File: src/srw_pkg.sv
// Shared constants and types for the supervisory reset and watchdog block.
package srw_pkg;

  // Core clock rate used to turn times into cycle counts.
  localparam logic [63:0] CLK_HZ = 64'd125_000_000;
  localparam logic [63:0] US_PER_S = 64'd1_000_000;
  localparam logic [63:0] MS_PER_S = 64'd1_000;

  // Least watchdog timeouts in microseconds; index 0 and 1 normal, 2 and 3 extended.
  localparam logic [63:0] WD_T0_US = 64'd4_300;
  localparam logic [63:0] WD_T1_US = 64'd71_000;
  localparam logic [63:0] WD_T2_US = 64'd1_120_000;
  localparam logic [63:0] WD_T3_US = 64'd17_900_000;

  // Least timeouts round up to whole cycles.
  localparam logic [63:0] WD_CYC_0 = (WD_T0_US * CLK_HZ + US_PER_S - 64'd1) / US_PER_S;
  localparam logic [63:0] WD_CYC_1 = (WD_T1_US * CLK_HZ + US_PER_S - 64'd1) / US_PER_S;
  localparam logic [63:0] WD_CYC_2 = (WD_T2_US * CLK_HZ + US_PER_S - 64'd1) / US_PER_S;
  localparam logic [63:0] WD_CYC_3 = (WD_T3_US * CLK_HZ + US_PER_S - 64'd1) / US_PER_S;

  // Least reset hold times in milliseconds and their cycle counts.
  localparam logic [63:0] HOLD_T0_MS = 64'd1;
  localparam logic [63:0] HOLD_T1_MS = 64'd20;
  localparam logic [63:0] HOLD_T2_MS = 64'd140;
  localparam logic [63:0] HOLD_T3_MS = 64'd1120;
  localparam logic [63:0] HOLD_CYC_0 = (HOLD_T0_MS * CLK_HZ + MS_PER_S - 64'd1) / MS_PER_S;
  localparam logic [63:0] HOLD_CYC_1 = (HOLD_T1_MS * CLK_HZ + MS_PER_S - 64'd1) / MS_PER_S;
  localparam logic [63:0] HOLD_CYC_2 = (HOLD_T2_MS * CLK_HZ + MS_PER_S - 64'd1) / MS_PER_S;
  localparam logic [63:0] HOLD_CYC_3 = (HOLD_T3_MS * CLK_HZ + MS_PER_S - 64'd1) / MS_PER_S;

  // Active pull-up pulse on the shared reset line after release.
  localparam logic [63:0] PULLUP_T_NS = 64'd1_000;
  localparam logic [7:0] PULLUP_CYC = 8'((PULLUP_T_NS * CLK_HZ + 64'd999_999_999) / 64'd1_000_000_000);

  // Register byte offsets.
  localparam logic [7:0] CTRL_OFS = 8'h00;
  localparam logic [7:0] STATUS_OFS = 8'h04;
  localparam logic [7:0] WDCNT_OFS = 8'h08;
  localparam logic [7:0] HOLDCNT_OFS = 8'h0c;

  // Control field positions and reset value.
  localparam int CTRL_WD_EN = 0;
  localparam int CTRL_WD_EXT = 1;
  localparam int CTRL_WD_LONG = 2;
  localparam int CTRL_HOLD_LSB = 3;
  localparam int CTRL_UVA_EN = 5;
  localparam int CTRL_UVB_EN = 6;
  localparam int CTRL_OV_EN = 7;
  localparam int CTRL_MR_EN = 8;
  localparam logic [8:0] CTRL_RESET = 9'h138;

  // Status field positions.
  localparam int STAT_ACTIVE = 0;
  localparam int STAT_WD_SEEN = 5;
  localparam int STAT_LINE = 6;
  localparam int STAT_STATE_LSB = 7;

  // Reset sequencer states.
  typedef enum logic [1:0] {
    SRW_IDLE = 2'b00,
    SRW_ASSERT = 2'b01,
    SRW_HOLD = 2'b10
  } srw_state_type;

endpackage

File: src/srw_edge.sv
// Edge detector that flags any transition of a synchronous input.
`timescale 1ns/1ps
module srw_edge (
  // Clock, reset and enable.
  input wire logic pclk,
  input wire logic presetn,
  input wire logic ce,
  // Sampled level and transition pulse.
  input wire logic level_in,
  output logic toggled
);

  logic prev_reg;

  // Previous level; a high input at release reads as one harmless extra kick.
  always_ff @(posedge pclk or negedge presetn) begin
    if (!presetn) begin
      prev_reg <= 1'b0;
    end else if (ce) begin
      prev_reg <= level_in;
    end
  end

  // Rising and falling edges count alike.
  assign toggled = level_in ^ prev_reg;

endmodule

File: src/srw_timer.sv
// Saturating up-counter that flags the last cycle of a programmable span.
`timescale 1ns/1ps
module srw_timer #(
  parameter int W = 32
) (
  // Clock, reset and enable.
  input wire logic pclk,
  input wire logic presetn,
  input wire logic ce,
  // Control and span.
  input wire logic clear,
  input wire logic [W-1:0] limit,
  // Progress.
  output logic [W-1:0] count,
  output logic done
);

  logic [W-1:0] count_reg;

  // Count stops on the last cycle so done stays up until cleared.
  always_ff @(posedge pclk or negedge presetn) begin
    if (!presetn) begin
      count_reg <= '0;
    end else if (ce) begin
      if (clear) begin
        count_reg <= '0;
      end else if (!done) begin
        count_reg <= count_reg + W'(1);
      end
    end
  end

  assign count = count_reg;
  // A span shortened below the present count still ends at once instead of wrapping.
  assign done = (count_reg >= limit - W'(1));

endmodule

File: src/srw_supervisor.sv
// Supervisory reset generator with watchdog, voltage flags, manual reset and APB control.
//
// Function
// - Host toggles kick input within watchdog timeout, otherwise the device asserts reset.
// - Normal watchdog mode uses the 4.3 ms or 71 ms timeout.
// - Extended watchdog mode uses the 1.12 s or 17.9 s timeout.
// - Watchdog can be disabled; then missing kicks never cause reset.
// - Either undervoltage flag asserts reset.
// - The overvoltage flag asserts reset.
// - Manual reset low asserts reset, held until hold time after release.
// - Active-high output rises on any condition, falls after hold time.
// - Active-low output falls on any condition, rises after hold time.
// - Open-drain outputs drive only their asserted level, otherwise float.
// - Shared line pulls low during reset, then actively drives high briefly.
// - Hold time selects 1, 20, 140 or 1120 ms; 1120 ms default.
`timescale 1ns/1ps
module srw_supervisor #(
  parameter logic [31:0] WD_CYC_0 = 32'(srw_pkg::WD_CYC_0),
  parameter logic [31:0] WD_CYC_1 = 32'(srw_pkg::WD_CYC_1),
  parameter logic [31:0] WD_CYC_2 = 32'(srw_pkg::WD_CYC_2),
  parameter logic [31:0] WD_CYC_3 = 32'(srw_pkg::WD_CYC_3),
  parameter logic [31:0] HOLD_CYC_0 = 32'(srw_pkg::HOLD_CYC_0),
  parameter logic [31:0] HOLD_CYC_1 = 32'(srw_pkg::HOLD_CYC_1),
  parameter logic [31:0] HOLD_CYC_2 = 32'(srw_pkg::HOLD_CYC_2),
  parameter logic [31:0] HOLD_CYC_3 = 32'(srw_pkg::HOLD_CYC_3)
) (
  // Clock, reset and clock enable.
  input wire logic pclk,
  input wire logic presetn,
  input wire logic ce,
  // APB slave.
  input wire logic psel,
  input wire logic penable,
  input wire logic pwrite,
  input wire logic [7:0] paddr,
  input wire logic [31:0] pwdata,
  input wire logic [3:0] pstrb,
  output logic [31:0] prdata,
  output logic pready,
  output logic pslverr,
  // Reset sources.
  input wire logic watchdog_kick_in,
  input wire logic undervolt_flag_a,
  input wire logic undervolt_flag_b,
  input wire logic overvolt_flag,
  input wire logic manual_reset_n,
  // Push-pull reset outputs.
  output logic reset_out,
  output logic reset_n_out,
  // Open-drain reset outputs.
  output logic reset_open_drain_out_o,
  output logic reset_open_drain_out_oe,
  output logic reset_open_drain_n_out_o,
  output logic reset_open_drain_n_out_oe,
  // Bidirectional active-low reset line.
  input wire logic reset_bidir_n_i,
  output logic reset_bidir_n_o,
  output logic reset_bidir_n_oe
);

  // Zero spans would make limit - 1 wrap to all ones, so the timers would not expire in time.
  if (WD_CYC_0 == 32'h0 || WD_CYC_1 == 32'h0 || WD_CYC_2 == 32'h0 || WD_CYC_3 == 32'h0 ||
      HOLD_CYC_0 == 32'h0 || HOLD_CYC_1 == 32'h0 || HOLD_CYC_2 == 32'h0 || HOLD_CYC_3 == 32'h0) begin : g_bad
    $error("srw_supervisor: every timeout count must be at least one cycle");
  end

  logic [8:0] ctrl_reg;
  logic wd_seen_reg;
  logic active_reg;
  logic [7:0] pullup_reg;
  logic [31:0] prdata_reg;
  logic valid_reg;
  srw_pkg::srw_state_type state_reg;
  srw_pkg::srw_state_type state_next;
  logic kick;
  logic wd_en;
  logic wd_trip;
  logic wd_clear;
  logic hold_done;
  logic cond;
  logic src_uva;
  logic src_uvb;
  logic src_ov;
  logic src_mr;
  logic [31:0] wd_limit;
  logic [31:0] hold_limit;
  logic [31:0] wd_count;
  logic [31:0] hold_count;
  logic [1:0] hold_sel;
  logic addr_ok;
  logic wr_en;

  // Kick transitions from the host.
  srw_edge u_kick (
    .pclk(pclk),
    .presetn(presetn),
    .ce(ce),
    .level_in(watchdog_kick_in),
    .toggled(kick)
  );

  // Watchdog span from the mode and length bits.
  always_comb begin
    case ({ctrl_reg[srw_pkg::CTRL_WD_EXT], ctrl_reg[srw_pkg::CTRL_WD_LONG]})
      2'b00: wd_limit = WD_CYC_0;
      2'b01: wd_limit = WD_CYC_1;
      2'b10: wd_limit = WD_CYC_2;
      default: wd_limit = WD_CYC_3;
    endcase
  end

  // Hold span selection.
  assign hold_sel = ctrl_reg[srw_pkg::CTRL_HOLD_LSB +: 2];
  always_comb begin
    case (hold_sel)
      2'b00: hold_limit = HOLD_CYC_0;
      2'b01: hold_limit = HOLD_CYC_1;
      2'b10: hold_limit = HOLD_CYC_2;
      default: hold_limit = HOLD_CYC_3;
    endcase
  end

  // Watchdog restarts on every kick, while disabled and throughout reset.
  assign wd_en = ctrl_reg[srw_pkg::CTRL_WD_EN];
  assign wd_clear = kick || !wd_en || active_reg;

  srw_timer #(
    .W(32)
  ) u_wd (
    .pclk(pclk),
    .presetn(presetn),
    .ce(ce),
    .clear(wd_clear),
    .limit(wd_limit),
    .count(wd_count),
    .done(wd_trip)
  );

  // Individually enabled reset sources; flags are high when out of range.
  assign src_uva = ctrl_reg[srw_pkg::CTRL_UVA_EN] && undervolt_flag_a;
  assign src_uvb = ctrl_reg[srw_pkg::CTRL_UVB_EN] && undervolt_flag_b;
  assign src_ov = ctrl_reg[srw_pkg::CTRL_OV_EN] && overvolt_flag;
  assign src_mr = ctrl_reg[srw_pkg::CTRL_MR_EN] && !manual_reset_n;
  assign cond = src_uva || src_uvb || src_ov || src_mr || (wd_en && wd_trip);

  // Hold timer only runs once every source has gone quiet.
  srw_timer #(
    .W(32)
  ) u_hold (
    .pclk(pclk),
    .presetn(presetn),
    .ce(ce),
    .clear(state_reg != srw_pkg::SRW_HOLD || cond),
    .limit(hold_limit),
    .count(hold_count),
    .done(hold_done)
  );

  // Sequencer: a live source always wins over an expiring hold.
  always_comb begin
    case (state_reg)
      srw_pkg::SRW_IDLE: state_next = cond ? srw_pkg::SRW_ASSERT : srw_pkg::SRW_IDLE;
      srw_pkg::SRW_ASSERT: state_next = cond ? srw_pkg::SRW_ASSERT : srw_pkg::SRW_HOLD;
      srw_pkg::SRW_HOLD: begin
        if (cond) begin
          state_next = srw_pkg::SRW_ASSERT;
        end else if (hold_done) begin
          state_next = srw_pkg::SRW_IDLE;
        end else begin
          state_next = srw_pkg::SRW_HOLD;
        end
      end
      default: state_next = srw_pkg::SRW_ASSERT;
    endcase
  end

  // Power-up starts in hold so the system sees a full reset pulse after release.
  always_ff @(posedge pclk or negedge presetn) begin
    if (!presetn) begin
      state_reg <= srw_pkg::SRW_HOLD;
      active_reg <= 1'b1;
    end else if (ce) begin
      state_reg <= state_next;
      active_reg <= (state_next != srw_pkg::SRW_IDLE);
    end
  end

  // Pull-up pulse after release, short so a processor can still pull the line itself.
  always_ff @(posedge pclk or negedge presetn) begin
    if (!presetn) begin
      pullup_reg <= 8'h00;
    end else if (ce) begin
      if (active_reg && state_next == srw_pkg::SRW_IDLE) begin
        pullup_reg <= srw_pkg::PULLUP_CYC;
      end else if (active_reg) begin
        pullup_reg <= 8'h00;
      end else if (pullup_reg != 8'h00) begin
        pullup_reg <= pullup_reg - 8'h01;
      end
    end
  end

  // Reset pins follow one registered state; the shared line's drive enable also follows the pull-up pulse.
  assign reset_out = active_reg;
  assign reset_n_out = !active_reg;
  assign reset_open_drain_out_o = 1'b1;
  assign reset_open_drain_out_oe = active_reg;
  assign reset_open_drain_n_out_o = 1'b0;
  assign reset_open_drain_n_out_oe = active_reg;
  assign reset_bidir_n_o = !active_reg;
  assign reset_bidir_n_oe = active_reg || (pullup_reg != 8'h00);

  // Bus decode; pready waits for read data captured on an enabled edge.
  assign addr_ok = (paddr == srw_pkg::CTRL_OFS) || (paddr == srw_pkg::STATUS_OFS) ||
                   (paddr == srw_pkg::WDCNT_OFS) || (paddr == srw_pkg::HOLDCNT_OFS);
  assign pready = penable && valid_reg && ce;
  assign pslverr = pready && !addr_ok;
  assign wr_en = psel && pready && pwrite && addr_ok;
  assign prdata = prdata_reg;

  // Read data capture tracks the current transfer until it completes.
  always_ff @(posedge pclk or negedge presetn) begin
    if (!presetn) begin
      prdata_reg <= 32'h0000_0000;
      valid_reg <= 1'b0;
    end else if (ce) begin
      valid_reg <= psel && !pready;
      if (psel && !pready) begin
        case (paddr)
          srw_pkg::CTRL_OFS: prdata_reg <= {23'h000000, ctrl_reg};
          srw_pkg::STATUS_OFS: prdata_reg <= {23'h000000, state_reg, reset_bidir_n_i, wd_seen_reg,
                                              src_mr, src_ov, src_uvb, src_uva, active_reg};
          srw_pkg::WDCNT_OFS: prdata_reg <= wd_count;
          srw_pkg::HOLDCNT_OFS: prdata_reg <= hold_count;
          default: prdata_reg <= 32'h0000_0000;
        endcase
      end
    end
  end

  // Control register, byte lanes honoured.
  always_ff @(posedge pclk or negedge presetn) begin
    if (!presetn) begin
      ctrl_reg <= srw_pkg::CTRL_RESET;
    end else if (wr_en && paddr == srw_pkg::CTRL_OFS) begin
      if (pstrb[0]) begin
        ctrl_reg[7:0] <= pwdata[7:0];
      end
      if (pstrb[1]) begin
        ctrl_reg[8] <= pwdata[8];
      end
    end
  end

  // Sticky watchdog-expiry flag; a new expiry beats a write-one clear.
  always_ff @(posedge pclk or negedge presetn) begin
    if (!presetn) begin
      wd_seen_reg <= 1'b0;
    end else if (ce) begin
      if (wd_en && wd_trip) begin
        wd_seen_reg <= 1'b1;
      end else if (wr_en && paddr == srw_pkg::STATUS_OFS && pstrb[0] && pwdata[srw_pkg::STAT_WD_SEEN]) begin
        wd_seen_reg <= 1'b0;
      end
    end
  end
endmodule

File: config.mk
export PLATFORM = sky130hd
export DESIGN_NAME = srw_supervisor
export DESIGN_NICKNAME = d
export VERILOG_FILES = /design/src/srw_pkg.sv /design/src/srw_edge.sv /design/src/srw_timer.sv /design/src/srw_supervisor.sv
export SDC_FILE = /design/constraint.sdc
export NUM_CORES = 1
export LEC_CHECK = 0
export BUFFER_PORTS_ARGS = -buffer_cell sky130_fd_sc_hd__buf_2
export CORE_AREA = 2 2 86 171
export DETAILED_ROUTE_END_ITERATION = 8
export DIE_AREA = 0 0 88 173
export PLACE_DENSITY = 0.75
export SYNTH_ARGS = -nofsm -noshare
export SYNTH_HDL_FRONTEND = slang
export SYNTH_SLANG_ARGS = --single-unit
File: constraint.sdc
create_clock -name pclk -period 5.04 [get_ports pclk]
set_input_delay 0.504 -clock pclk [delete_from_list [all_inputs] [get_ports pclk]]
set_output_delay 0.504 -clock pclk [all_outputs]
set_load 0.005 [all_outputs]
==> summary by stage, run 1 <==
Critical path
The slack of the worst reg-to-reg path is 1.31 ns. The category of the worst setup path capture point is a register. The highest fanout seen on the critical path is 12. In this run the critical register-to-register path is captured at u_hold.count[22]$_DFFE_PN0P_. Counting cells, the worst reg-to-reg path comes to 11. The startpoint type of the worst setup path is a register. The reg-to-reg startpoint is ctrl_reg[3]$_DFFE_PN1P_. Data on the critical path arrives at its endpoint at 4.08 ns. The worst setup path is of the reg -> reg kind.

The required time at the worst-slack endpoint is 5.39 ns. The most critical setup path has its startpoint at ctrl_reg[3]$_DFFE_PN1P_. Following the worst setup path forward leads to its endpoint at u_hold.count[22]$_DFFE_PN0P_.

Routing
The routed layout has 6618 vias. The detail route stage leaves a number of antenna-violating nets equal to 0. After detailed routing, the number of vias per cell comes to 6.133. The first-pass iteration count of the detailed router is 5. For this run, design rule violations remaining after detail routing come to 0. The first-iteration detailed-routing DRC count is 523.

The average detailed-routed wire length per instance is 19.19 um. Summed over all layers, the routed wires come to 20.71 mm.

Clocking
The clock tree from TritonCTS is done. In this run the clock root is driven by a clkbuf_16. The tree built by TritonCTS fans out to 119 sinks. The clock passes through at most 2 buffers.

The number of hold buffers added after CTS is 0. The clock transition at the registers of the reported paths is 0.06 ns. The post-CTS resize count is 0.

The H-tree was split into 4 levels. The clock latency at the later pin of the worst-skew pair is 0.42 ns. Buffers added to address setup during post-CTS repair amount to 0.

In this run, CTS created clock tree buffers numbering 17.

Floorplanning
From left edge to right edge, the die measures 88 um. After floorplanning, the core was sized to cover 13810 um2. The initial core utilization is 54.71%. In this run the count of I/O pins placed on the die edge is 98.

Measured along the y axis, the die boundary spans 173 um. The number of cell rows is 61. The full die area is 15220 um2.

Timing
The number of max-slew violations in the final report was 0. Setup repair after global routing left no endpoint under its margin. The worst clock skew on the final layout is 0.008526 ns. Measured against its own limit, the worst slew margin works out to 32.95%. Setup violations remaining at the end of the flow were counted as 0. In the final timing run, aggregate negative setup slack is 0 ns. The final-report hold violation count is 0. At the pin with the least slew margin, the transition time is 1.006 ns.

The minimum period implied by the final worst setup slack is 3.731 ns. Dividing the final minimum period by the clock period gives 74.04%. Derived from the worst setup path, the maximum achievable clock frequency is 268.0 MHz.

Logic synthesis
dfrtp_1 is the most common cell in the netlist. The cell area that synthesis handed to floorplanning was 7557 um2. The Yosys warning count is 0. The biggest area contributor in the post-synthesis netlist is dfrtp_1.

The post-synthesis average cell area is 9.284 um2. By count the netlist is led by dfrtp_1 (113), nand2_1 (71), nor2_1 (68), ha_1 (65), o21ai_0 (62). Among all flip-flop cells after synthesis, the most frequent one is dfrtp_1.

In the synthesized netlist the async set-or-reset flop fraction comes to 100.0%. Summing the sequential cell areas from Yosys gives 39.50% of the chip area. The area fraction of the dominant cell type after synthesis is 37.42%. The cell count after synthesis is 814. The number of distinct standard cells referenced by the synthesized netlist is 61. The number of flip-flops and latches in the synthesized netlist is 119. Sorting the synthesized cells by area gives the leading types as dfrtp_1 (37%), ha_1 (11%), o21ai_0 (4.1%). Yosys mapped a number of flops with a built-in enable equal to 0.

Global route
The initial antenna violation count came to 0. The first global-routing pass estimated 33.89 mm of wire. The largest net degree at the start of global routing is 79. Global routing used 28.94% of the available tracks. The total global routing overflow is 0.

The number of global-route vias before repair was 6860.

Power and ir drop
The maximum vdd drop is 0.2562 mV. In this run the power density over the cells is 301.4 nW/um2. The static power due to leakage is 3.894 nW.

Place
The number of cells in the design after placement is 1047. Detailed placement finished with a half-perimeter wire length of 14.95 mm. The congestion estimate from routability-driven global placement came to 0.9443.

During placement, the flow inserted port buffers numbering 70.

Cells and area
Leaving out filler cells and counting taps, the final layout contains 1079. The repair_antennas step left the layout with diodes totalling 0. At the end of the flow, the number of nets in the layout was 998. The area growth from synthesis to final layout is 15.81%.

The fill cell instance count of the final layout is 1179. The share of post-route cells with drive strength above 1 is 16.97%.

Worst hold path
The type of the tightest min-delay check is in -> async.

Outcome
The flow ran to the end, and the final reports show no timing, DRC or antenna violations.

Run
The number of max-cap violations is 0.
report_power, final:
group | leakage [nW] | internal [mW] | total, mW | switching [mW]
clock | 0.327 | 0.945 | 1.41 | 0.466
combinational | 1.95 | 0.0798 | 0.194 | 0.115
sequential | 1.62 | 0.983 | 1.03 | 0.0496
routing by layer:
layer	part of all wire, %	up-vias	wire (um)	track usage [%]
li1	-	3102	-	-
met1	37	3216	7675	32.66
met2	54	231	11150	50.25
met3	4.1	69	854	3.914
met4	5.0	0	1027	16.99
met5	0	-	0	0
critical path, cell delays in order (launching register included):
cell and delay [ns]:
dfstp_2 0.65, inv_1 0.15, ha_1 0.26, nor2_1 0.21, ha_1 0.29, a21oi_1 0.14, o21ai_0 0.10, a2bb2oi_1 0.38
nand3_1 0.47, nor4_1 0.72, nand3b_1 0.15, a21oi_1 0.16
layout make-up:
type	count	area, um2	share of cell area (%)
flip-flops and latches	119	2985	34.11
clock buffers	18	439.2	5.018
clock inverters	14	247.7	2.831
repair buffers	79	420.4	4.803
multi-input cells	628	4303	49.16
inverters	32	120.1	1.372
well taps	189	236.5	2.702
cells in the final DEF (no fill, tap or decap), types with 23 or more instances in the layout:
cell type    n
o21ai_0     62
a22oi_1     23
nor3_1      25
xnor2_1     34
inv_1       31
a21oi_1     36
nand3_1     39
buf_2       69
ha_1        65
nand2_1     71
nor2_1      68
dfrtp_1    113
worst min path at each step:
stage / endpoint / slack (ns) / cells past startpoint
5_1_grt: ctrl_reg[1]$_DFFE_PN0P_ / 0.32 / 2
2_1_floorplan: ctrl_reg[0]$_DFFE_PN0P_ / 0.21 / 0
3_3_place_gp: prdata[18]$_DFFE_PN0P_ / 0.46 / 2
6_report: u_hold.count[6]$_DFFE_PN0P_ / 0.25 / 1
4_1_cts: u_hold.count[6]$_DFFE_PN0P_ / 0.28 / 1
3_5_place_dp: prdata[15]$_DFFE_PN0P_ / 0.47 / 2
metrics by stage:
step	worst slack (ns)	power [mW]	area (um2)	hold WS, ns	util [%]
6_report	1.309	2.638	8752	0.2462	63.35
5_1_grt	1.036	2.721	8752	0.3152	63.35
4_1_cts	1.378	2.650	8752	0.2840	63.35
3_5_place_dp	1.392	1.240	8065	0.4661	58.38
3_3_place_gp	1.383	1.235	8065	0.4618	58.38
2_1_floorplan	1.987	1.159	7572	0.2084	-
logic make-up (layout without fill, tap and decap cells):
logic type / Yosys count / in the layout / synth area share, %
DFF: 119 / 119 / 39.50
xor gates and xnor gates: 35 / 35 / 4.056
and+or+nand+nor: 324 / 324 / 22.05
muxes: 23 / 23 / 4.768
adders and majority gates: 65 / 65 / 10.76
buffers and inverters: 71 / 143 / 3.841
other: 2 / 6 / 0.09937
AOI/OAI and AO/OA: 175 / 175 / 14.92
No activity file was read; power rests on OpenSTA's default activity.
==> run 2, diff against run 1 <==
--- a/config.mk
+++ b/config.mk
@@ -6,9 +6,9 @@
 export NUM_CORES = 1
 export LEC_CHECK = 0
 export BUFFER_PORTS_ARGS = -buffer_cell sky130_fd_sc_hd__buf_2
-export CORE_AREA = 2 2 86 171
+export CORE_AREA = 2 2 88 174
 export DETAILED_ROUTE_END_ITERATION = 8
-export DIE_AREA = 0 0 88 173
+export DIE_AREA = 0 0 90 176
 export PLACE_DENSITY = 0.75
 export SYNTH_ARGS = -nofsm -noshare
 export SYNTH_HDL_FRONTEND = slang
==> constraint.sdc (replaced) <==
create_clock -name pclk -period 3.2 [get_ports pclk]
set_input_delay 0.32 -clock pclk [delete_from_list [all_inputs] [get_ports pclk]]
set_output_delay 0.32 -clock pclk [all_outputs]
set_load 0.005 [all_outputs]
==> summary by stage, run 2 (same netlist as run 1, synthesis figures left out) <==
Global route
The initial antenna violation count was 0 (unchanged). The number of global-route vias before repair is 6966 (+1.5%). The wire length of the first global-routing pass is 35.43 mm (+4.5%).

The largest net degree at the start of global routing is 58 (-27%). The total global-route track usage is 28.59% (-0.35 points). The total global routing overflow is 0 (unchanged).

Critical path
The last element of the critical path is u_hold.count[4]$_DFFE_PN0P_. The worst setup path is launched from a register. The worst-case reg-to-reg path depth is 11 (unchanged). By startpoint and endpoint, the worst setup path is classified as reg -> reg. The required time at the worst-slack endpoint is 3.54 ns (-1.85 ns).

The most critical setup path has its startpoint at ctrl_reg[3]$_DFFE_PN1P_. The worst setup path is captured at a register. The reg-to-reg endpoint is u_hold.count[4]$_DFFE_PN0P_. The reg-to-reg startpoint is ctrl_reg[3]$_DFFE_PN1P_. The slack of the worst reg-to-reg path is 0.09 ns (-1.21 ns).

The highest fanout seen on the critical path was 6 (-6). The data arrival time of the critical path is 3.44 ns (-0.64 ns).

Clocking
The clock transition at the registers of the reported paths is 0.06 ns (about the same). The total clock sinks came to 119 (unchanged). The number of CTS-inserted buffers is 17 (unchanged). The clock latency at the later pin of the worst-skew pair is 0.42 ns (about the same). The level count of the clock H-tree was 4 (unchanged). TritonCTS built the clock tree.

The largest buffer count on any clock path is 2 (unchanged). The cell sitting at the root of the clock tree is a clkbuf_16.

Cells and area
The post-layout net count was 1032 (+3.4%). The top cell types in the final layout, fill and taps aside, are dfrtp_1 (111), nand2_1 (71), buf_2 (69). The commonest non-fill, non-tap cell in the layout is dfrtp_1. The share of post-route cells with drive strength above 1 was 22.40% (+5.4 points). The antenna diode count is 0 (unchanged). The area growth from synthesis to layout is 19.62%.

The finished layout cell area came to 9040 um2 (+3.3%). The fill cell instance count of the final layout is 1258 (+6.7%). The final standard cell count with taps included and fillers excluded was 1116 (+3.4%).

Routing
The detailed-route wire length came to 22.10 mm (+6.7%). The number of remaining DRC errors is 0 (unchanged). The count of nets left with antenna violations after detail routing is 0 (unchanged). The first-iteration detailed-routing DRC count is 532 (+1.7%). The average detailed-routed wire length per instance is 19.80 um (+3.2%). The first-pass iteration count of the detailed router is 5 (unchanged). The average via count per standard cell came to 6.168 (+0.57%). The number of vias in the routed layout came to 6884 (+4.0%).

Timing
The minimum period implied by the final worst setup slack is 3.106 ns (-0.6259 ns). The final-report hold violation count is 0 (unchanged). The highest achievable clock rate is 322.0 MHz (+20%).

The final cycle utilization of the critical path was 97.05% (+23 points). The worst clock skew on the final layout is 0.01230 ns (+0.003776 ns). The final count of negative-setup-slack endpoints is 0 (unchanged). The number of max-slew violations in the final report was 0 (unchanged). Setup repair after global routing left no endpoint under its margin. The tightest slew margin relative to the limit is 51.44% (+18 points). The worst-margin pin slew came to 0.7284 ns (-0.2773 ns). The minimum hold slack is 0.1303 ns (-0.1159 ns). The worst-case setup margin in the final layout was 0.09449 ns (-1.214 ns).

Power and ir drop
The maximum vdd drop is 0.3936 mV (+54%). The power per standard cell area is 428.3 nW/um2 (+42%). The static power due to leakage is 4.059 nW (+4.3%).

Floorplanning
The core area is 14430 um2 (+4.4%). The number of ports placed on the die boundary came to 98 (unchanged). The number of cell rows is 62 (+1.6%). The initial core utilization came to 52.38% (-2.3 points). The full die area is 15840 um2 (+4.0%).

The x dimension of the die is 90 um (+2.3%). The vertical die dimension is 176 um (+1.7%).

Outcome
The run finished with clean final reports.

Place
The post-placement worst setup slack is -0.1363 ns (-1.528 ns). The post-detailed-placement half-perimeter wirelength is 15.98 mm (+6.8%). The cell area reported after detailed placement is 8319 um2 (+3.1%).

The number of buffers added on ports was 70 (unchanged). The number of cells in the design after placement is 1080 (+3.2%). The final RePlAce weighted congestion is 0.9154 (-3.1%).

Worst hold path
The type of the tightest min-delay check is in -> reg.

Run
The number of max-cap violations is 0 (unchanged).
-- run 2: metrics by stage --
stage            TNS, ns  power, mW  utilization [%]
2_1_floorplan          0      1.826                -
3_3_place_gp   -0.002069      1.982            57.66
3_5_place_dp     -0.4562      1.989            57.66
4_1_cts                0      3.874            61.81
5_1_grt                0      3.987            62.65
6_report               0      3.872            62.65
-- run 2: routing by layer --
metal / wire length [um] / vias up / global-route usage, %
met5: 0 / - / 0
met4: 1153 / 0 / 16.47
met3: 1002 / 71 / 4.439
met2: 12110 / 273 / 53.29
met1: 7832 / 3367 / 30.16
li1: - / 3173 / -
-- run 2: cell type report --
cell class                      instances  area (um2)  share of cell area (%)
Tap cell                              192       240.2                   2.657
Timing Repair Buffer                  113       714.4                   7.903
Multi-Input combinational cell        628        4395                   48.62
Clock inverter                         14       152.6                   1.689
Inverter                               32       120.1                   1.329
Sequential cell                       119        2988                   33.05
Clock buffer                           18       429.2                   4.747
-- run 2: worst min-delay path by stage --
| stage | cells after the start | to | start | slack, ns |
|---|---|---|---|---|
| after floorplan | 0 | ctrl_reg[0]$_DFFE_PN0P_ | presetn | 0.02 |
| after global placement | 1 | u_hold.count[3]$_DFFE_PN0P_ | presetn | 0.42 |
| after detailed placement | 1 | u_hold.count[5]$_DFFE_PN0P_ | presetn | 0.42 |
| after CTS | 2 | ctrl_reg[6]$_DFFE_PN0P_ | pwdata[6] | 0.13 |
| after global routing | 2 | ctrl_reg[6]$_DFFE_PN0P_ | pwdata[6] | 0.12 |
| final | 2 | ctrl_reg[6]$_DFFE_PN0P_ | pwdata[6] | 0.13 |
-- run 2: power by group --
group | switching [mW] | total [mW] | leakage (nW) | internal [mW]
logic | 0.207 | 0.360 | 2.17 | 0.153
registers | 0.0646 | 1.61 | 1.62 | 1.55
clock network | 0.747 | 1.90 | 0.278 | 1.15
-- run 2: worst max-delay path, stage by stage, from the launching register on --
cell and delay, ns:
dfstp_2 0.58, inv_2 0.09, ha_1 0.23, ha_1 0.27
a31oi_1 0.17, nor2_1 0.10, o311ai_4 0.32, a31oi_4 0.15
buf_8 0.15, or2_2 0.34, or4_1 0.47, o211ai_1 0.16
-- run 2: timing repair --
action / in CTS / in global routing
endpoints found under the setup margin: 8 / 63
pin swaps: 1 / 6
resized for setup: 4 / 27
buffers inserted: 0 / 3
endpoints found under the hold margin: 36 / 0
hold buffers: 1 / 0
==> run 3, diff against run 2 <==
==> config.mk (replaced) <==
export PLATFORM = sky130hd
export DESIGN_NAME = srw_supervisor
export DESIGN_NICKNAME = d
export VERILOG_FILES = /design/src/srw_pkg.sv /design/src/srw_edge.sv /design/src/srw_timer.sv /design/src/srw_supervisor.sv
export SDC_FILE = /design/constraint.sdc
export NUM_CORES = 1
export LEC_CHECK = 0
export BUFFER_PORTS_ARGS = -buffer_cell sky130_fd_sc_hd__clkbuf_2
export CORE_AREA = 2 2 99 197
export DETAILED_ROUTE_END_ITERATION = 8
export DIE_AREA = 0 0 101 199
export PLACE_DENSITY = 0.76
export SYNTH_ARGS = -nofsm -noshare
export SYNTH_HDL_FRONTEND = slang
export SYNTH_HIERARCHICAL = 1
export SYNTH_SLANG_ARGS = --single-unit
==> summary by stage, run 3 <==
Floorplanning
The full die area is 20100 um2 (+27%). The x dimension of the die is 101 um (+12%). The number of cell rows came to 71 (+15%). The vertical die dimension is 199 um (+13%). The initial core utilization came to 54.22% (+1.8 points).

The number of ports placed on the die boundary is 98 (unchanged). The core area came to 18660 um2 (+29%).

Critical path
The data arrival time of the critical path came to 5.05 ns (+1.61 ns). The largest individual stage delay along the critical path comes from the cell dfstp_2. The critical path is of the reg -> reg type.

STA classifies the critical path startpoint as a register. The stage delay of the slowest cell on the critical path was 0.55 ns (-0.03 ns). The required time at the worst-slack endpoint came to 3.55 ns (about the same). Among the stages of the critical path, the cell type that occurs most often is buf_6. The highest fanout seen on the critical path came to 6 (unchanged). Traced cell by cell, the critical path runs through inv_4 > ha_4 > nor2_4 > nor2_2 > or4_4 > or4b_4 > buf_6 > or3_4 > nor4_4 > xnor2_1 > ha_1 > nand4_1 > buf_4 > nor2_4 > buf_6 > a2bb2oi_4 > buf_4 > nand3_4 > inv_4 > a211oi_4 > buf_6 > a22oi_2 > o21ai_2. The category of the worst setup path capture point is a register.

Cells and area
The fill cell instance count of the final layout is 1207 (-4.1%). Leaving out fill and tap cells, the most frequent cell in the layout is buf_4. The share of post-route cells with drive strength above 1 is 32.87% (+10 points).

The finished layout cell area is 14150 um2 (+57%). The post-layout net count is 1628 (+58%). The antenna diode count came to 0 (unchanged). The share of the core filled with cells is 75.88% (+13 points). Leaving out fill and tap cells, the most frequent cells in the layout are buf_4 (175), nand2_1 (135), dfrtp_1 (112). The area growth from synthesis to final layout is 39.94%.

Logic synthesis
The cell type contributing the most total cell area after synthesis is dfrtp_1. By instance count, the leading cell after synthesis is nand2_1. The Yosys warning count came to 6 (+6).

The sequential-to-total area share from yosys stat was 29.52% (-10 points). The number of enable-type register cells in the synthesized netlist came to 0 (unchanged). The area fraction of the dominant cell type after synthesis is 27.96% (-9.5 points). The number of flip-flops and latches in the synthesized netlist is 119 (unchanged).

Among all flip-flop cells after synthesis, the most frequent one is dfrtp_1. The post-synthesis average cell area came to 8.550 um2 (-7.9%). Ranked by instance count, the synthesized netlist is headed by nand2_1 (140), dfrtp_1 (113), ha_1 (76), nor2_1 (72), o21ai_0 (63). The number of distinct standard cells referenced by the synthesized netlist is 73 (+20%). The post-synthesis instance area came to 10110 um2 (+34%).

The cell count after synthesis is 1183 (+45%). The fraction of synthesis flops using an asynchronous set or reset pin came to 100.0% (unchanged). By area the synthesized netlist is led by dfrtp_1 (28%), ha_1 (9.4%), nand2_1 (5.2%).

Timing
The highest achievable clock rate was 212.9 MHz (-34%). The final cycle utilization of the critical path is 146.8% (+50 points). The worst-margin pin slew was 1.004 ns (+0.2760 ns). The minimum period implied by the final worst setup slack came to 4.697 ns (+1.591 ns).

The final-report hold violation count is 0 (unchanged). The tightest slew margin relative to the limit is 33.04% (-18 points). The minimum hold slack came to 0.04819 ns (-0.08216 ns). The number of max-slew violations in the final report is 0 (unchanged). Setup repair after global routing could not meet its margin everywhere. The final count of negative-setup-slack endpoints came to 51 (+51). The worst-case setup margin in the final layout is -1.497 ns (-1.591 ns). The worst clock skew on the final layout is 0.008090 ns (-0.004212 ns).

Power and ir drop
The power per standard cell area came to 272.5 nW/um2 (-36%). The static power due to leakage was 6.115 nW (+51%). The overall power after layout was 3.857 mW (-0.39%). The maximum vdd drop is 0.3325 mV (-16%).

Clocking
The number of CTS-inserted buffers was 17 (unchanged). The total clock sinks came to 119 (unchanged). The clock transition at the registers of the reported paths was 0.06 ns (about the same). The clock latency at the later pin of the worst-skew pair came to 0.42 ns (about the same).

The clock root buffer is clkbuf_16. The clock tree from TritonCTS is done. The largest buffer count on any clock path came to 2 (unchanged). The level count of the clock H-tree was 4 (unchanged). The number of hold buffers added after CTS was 0 (-1).

Routing
The average detailed-routed wire length per instance is 22.42 um (+13%). The count of nets left with antenna violations after detail routing came to 0 (unchanged). The number of remaining DRC errors came to 0 (unchanged).

The first-pass iteration count of the detailed router is 8 (+3). The detailed-route wire length is 38.73 mm (+75%). The average via count per standard cell is 6.653 (+7.9%). The first-iteration detailed-routing DRC count is 1114 (+110%). The number of vias in the routed layout came to 11497 (+67%).

Global route
The total global-route track usage was 35.84% (+7.3 points). The initial antenna violation count is 0 (unchanged). The total global routing overflow came to 0 (unchanged). The number of global-route vias before repair came to 11095 (+59%).

The largest net degree at the start of global routing is 74 (+28%). The wire length of the first global-routing pass is 55.94 mm (+58%).

Place
The cell area reported after detailed placement is 12360 um2 (+49%). The post-detailed-placement half-perimeter wirelength is 25.63 mm (+60%). The final RePlAce weighted congestion came to 0.9468 (+3.4%). The number of buffers added on ports is 70 (unchanged). The post-placement worst setup slack was -1.532 ns (-1.395 ns).

Run
The number of max-cap violations is 0 (unchanged).

Outcome
The flow ran to the end, but the final reports show violations. The checks that failed: setup timing.

Worst hold path
The type of the tightest min-delay check is in -> async.
==> run 3: cell types whose count changed in the layout (fill, tap and decap cells not counted), sizes merged, moves of 17 or more <==
cell	previous run	this run
buf	112	228
clkbuf	18	89
nand2	71	142
conb	6	65
nor3	25	59
nand4	19	46
mux2i	0	24
inv	34	56
o32a	0	22
a22oi	23	2
or3	11	28
==> run 3: layout make-up <==
class	instances	area, um2	share of cell area [%]
multi-input combinational	1003	7690	54.33
sequential	119	2987	21.10
timing repair buffer	299	2411	17.03
clock buffer	18	439.2	3.103
tap	219	274.0	1.936
inverter	56	225.2	1.591
clock inverter	14	128.9	0.9105
==> run 3: power breakdown <==
group / leakage, nW / switching, mW / internal, mW
combinational: 4.23 / 0.263 / 0.162
sequential: 1.62 / 0.0501 / 1.55
clock: 0.272 / 0.743 / 1.09
total: 6.11 / 1.06 / 2.80
==> run 3: per-layer routing <==
metal  vias to the layer above  global-route usage, %  share of wire [%]
li1                       5011                      -                  -
met1                      5423                  35.55                 32
met2                       758                  63.73                 50
met3                       305                  5.095                7.5
met4                         0                  30.53                 11
met5                         -                      0                  0
==> run 3: cell families after synthesis <==
group	count (synthesis)	synth area share (%)
adders and majority gates	76	9.401
and+or+nand+nor	504	26.92
xor gates and xnor gates	59	5.109
other	2	0.07425
buffers and inverters	124	5.096
muxes	43	5.529
AOI/OAI and AO/OA	256	18.36
DFF	119	29.52
==> run 3: per-stage QoR <==
step | cells | TNS, ns
after CTS | 1712 | -52.26
after floorplan | 1246 | -44.94
final | 1728 | -56.82
after global placement | 1655 | -53.09
after detailed placement | 1655 | -57.86
after global routing | 1728 | -68.51
==> run 3: final timing paths <==
kind,start,endpoint,slack (ns),cells after the start
setup / recovery,ctrl_reg[3]$_DFFE_PN1P_,pullup_reg[4]$_DFFE_PN0P_,-1.50,23
hold / removal,presetn,pullup_reg[7]$_DFFE_PN0P_,0.05,1
setup reg to reg,ctrl_reg[3]$_DFFE_PN1P_,pullup_reg[4]$_DFFE_PN0P_,-1.50,23
hold reg to reg,prdata[26]$_DFFE_PN0P_,prdata[26]$_DFFE_PN0P_,0.48,2
max in group asynchronous,presetn,u_hold/count[21]$_DFFE_PN0P_,2.33,2
min in group pclk,pwdata[0],ctrl_reg[0]$_DFFE_PN0P_,0.14,2
==> run 3: critical path, delay by kind of cell, from the launching register on <==
family,cells,cell delay [ns]
buffers and inverters,7,0.90
adders and majority gates,2,0.46
and+or+nand+nor,9,2.09
AOI/OAI and AO/OA,4,0.50
DFF,1,0.55
xor gates and xnor gates,1,0.11
==> run 3: what timing repair did <==
| item | in CTS | in global routing |
|---|---|---|
| pin swaps | 42 | 60 |
| hold endpoints to repair | 0 | 0 |
| cloned | 4 | 2 |
| setup endpoints to repair | 69 | 73 |
| buffers inserted | 22 | 18 |
| gates resized for setup | 68 | 123 |
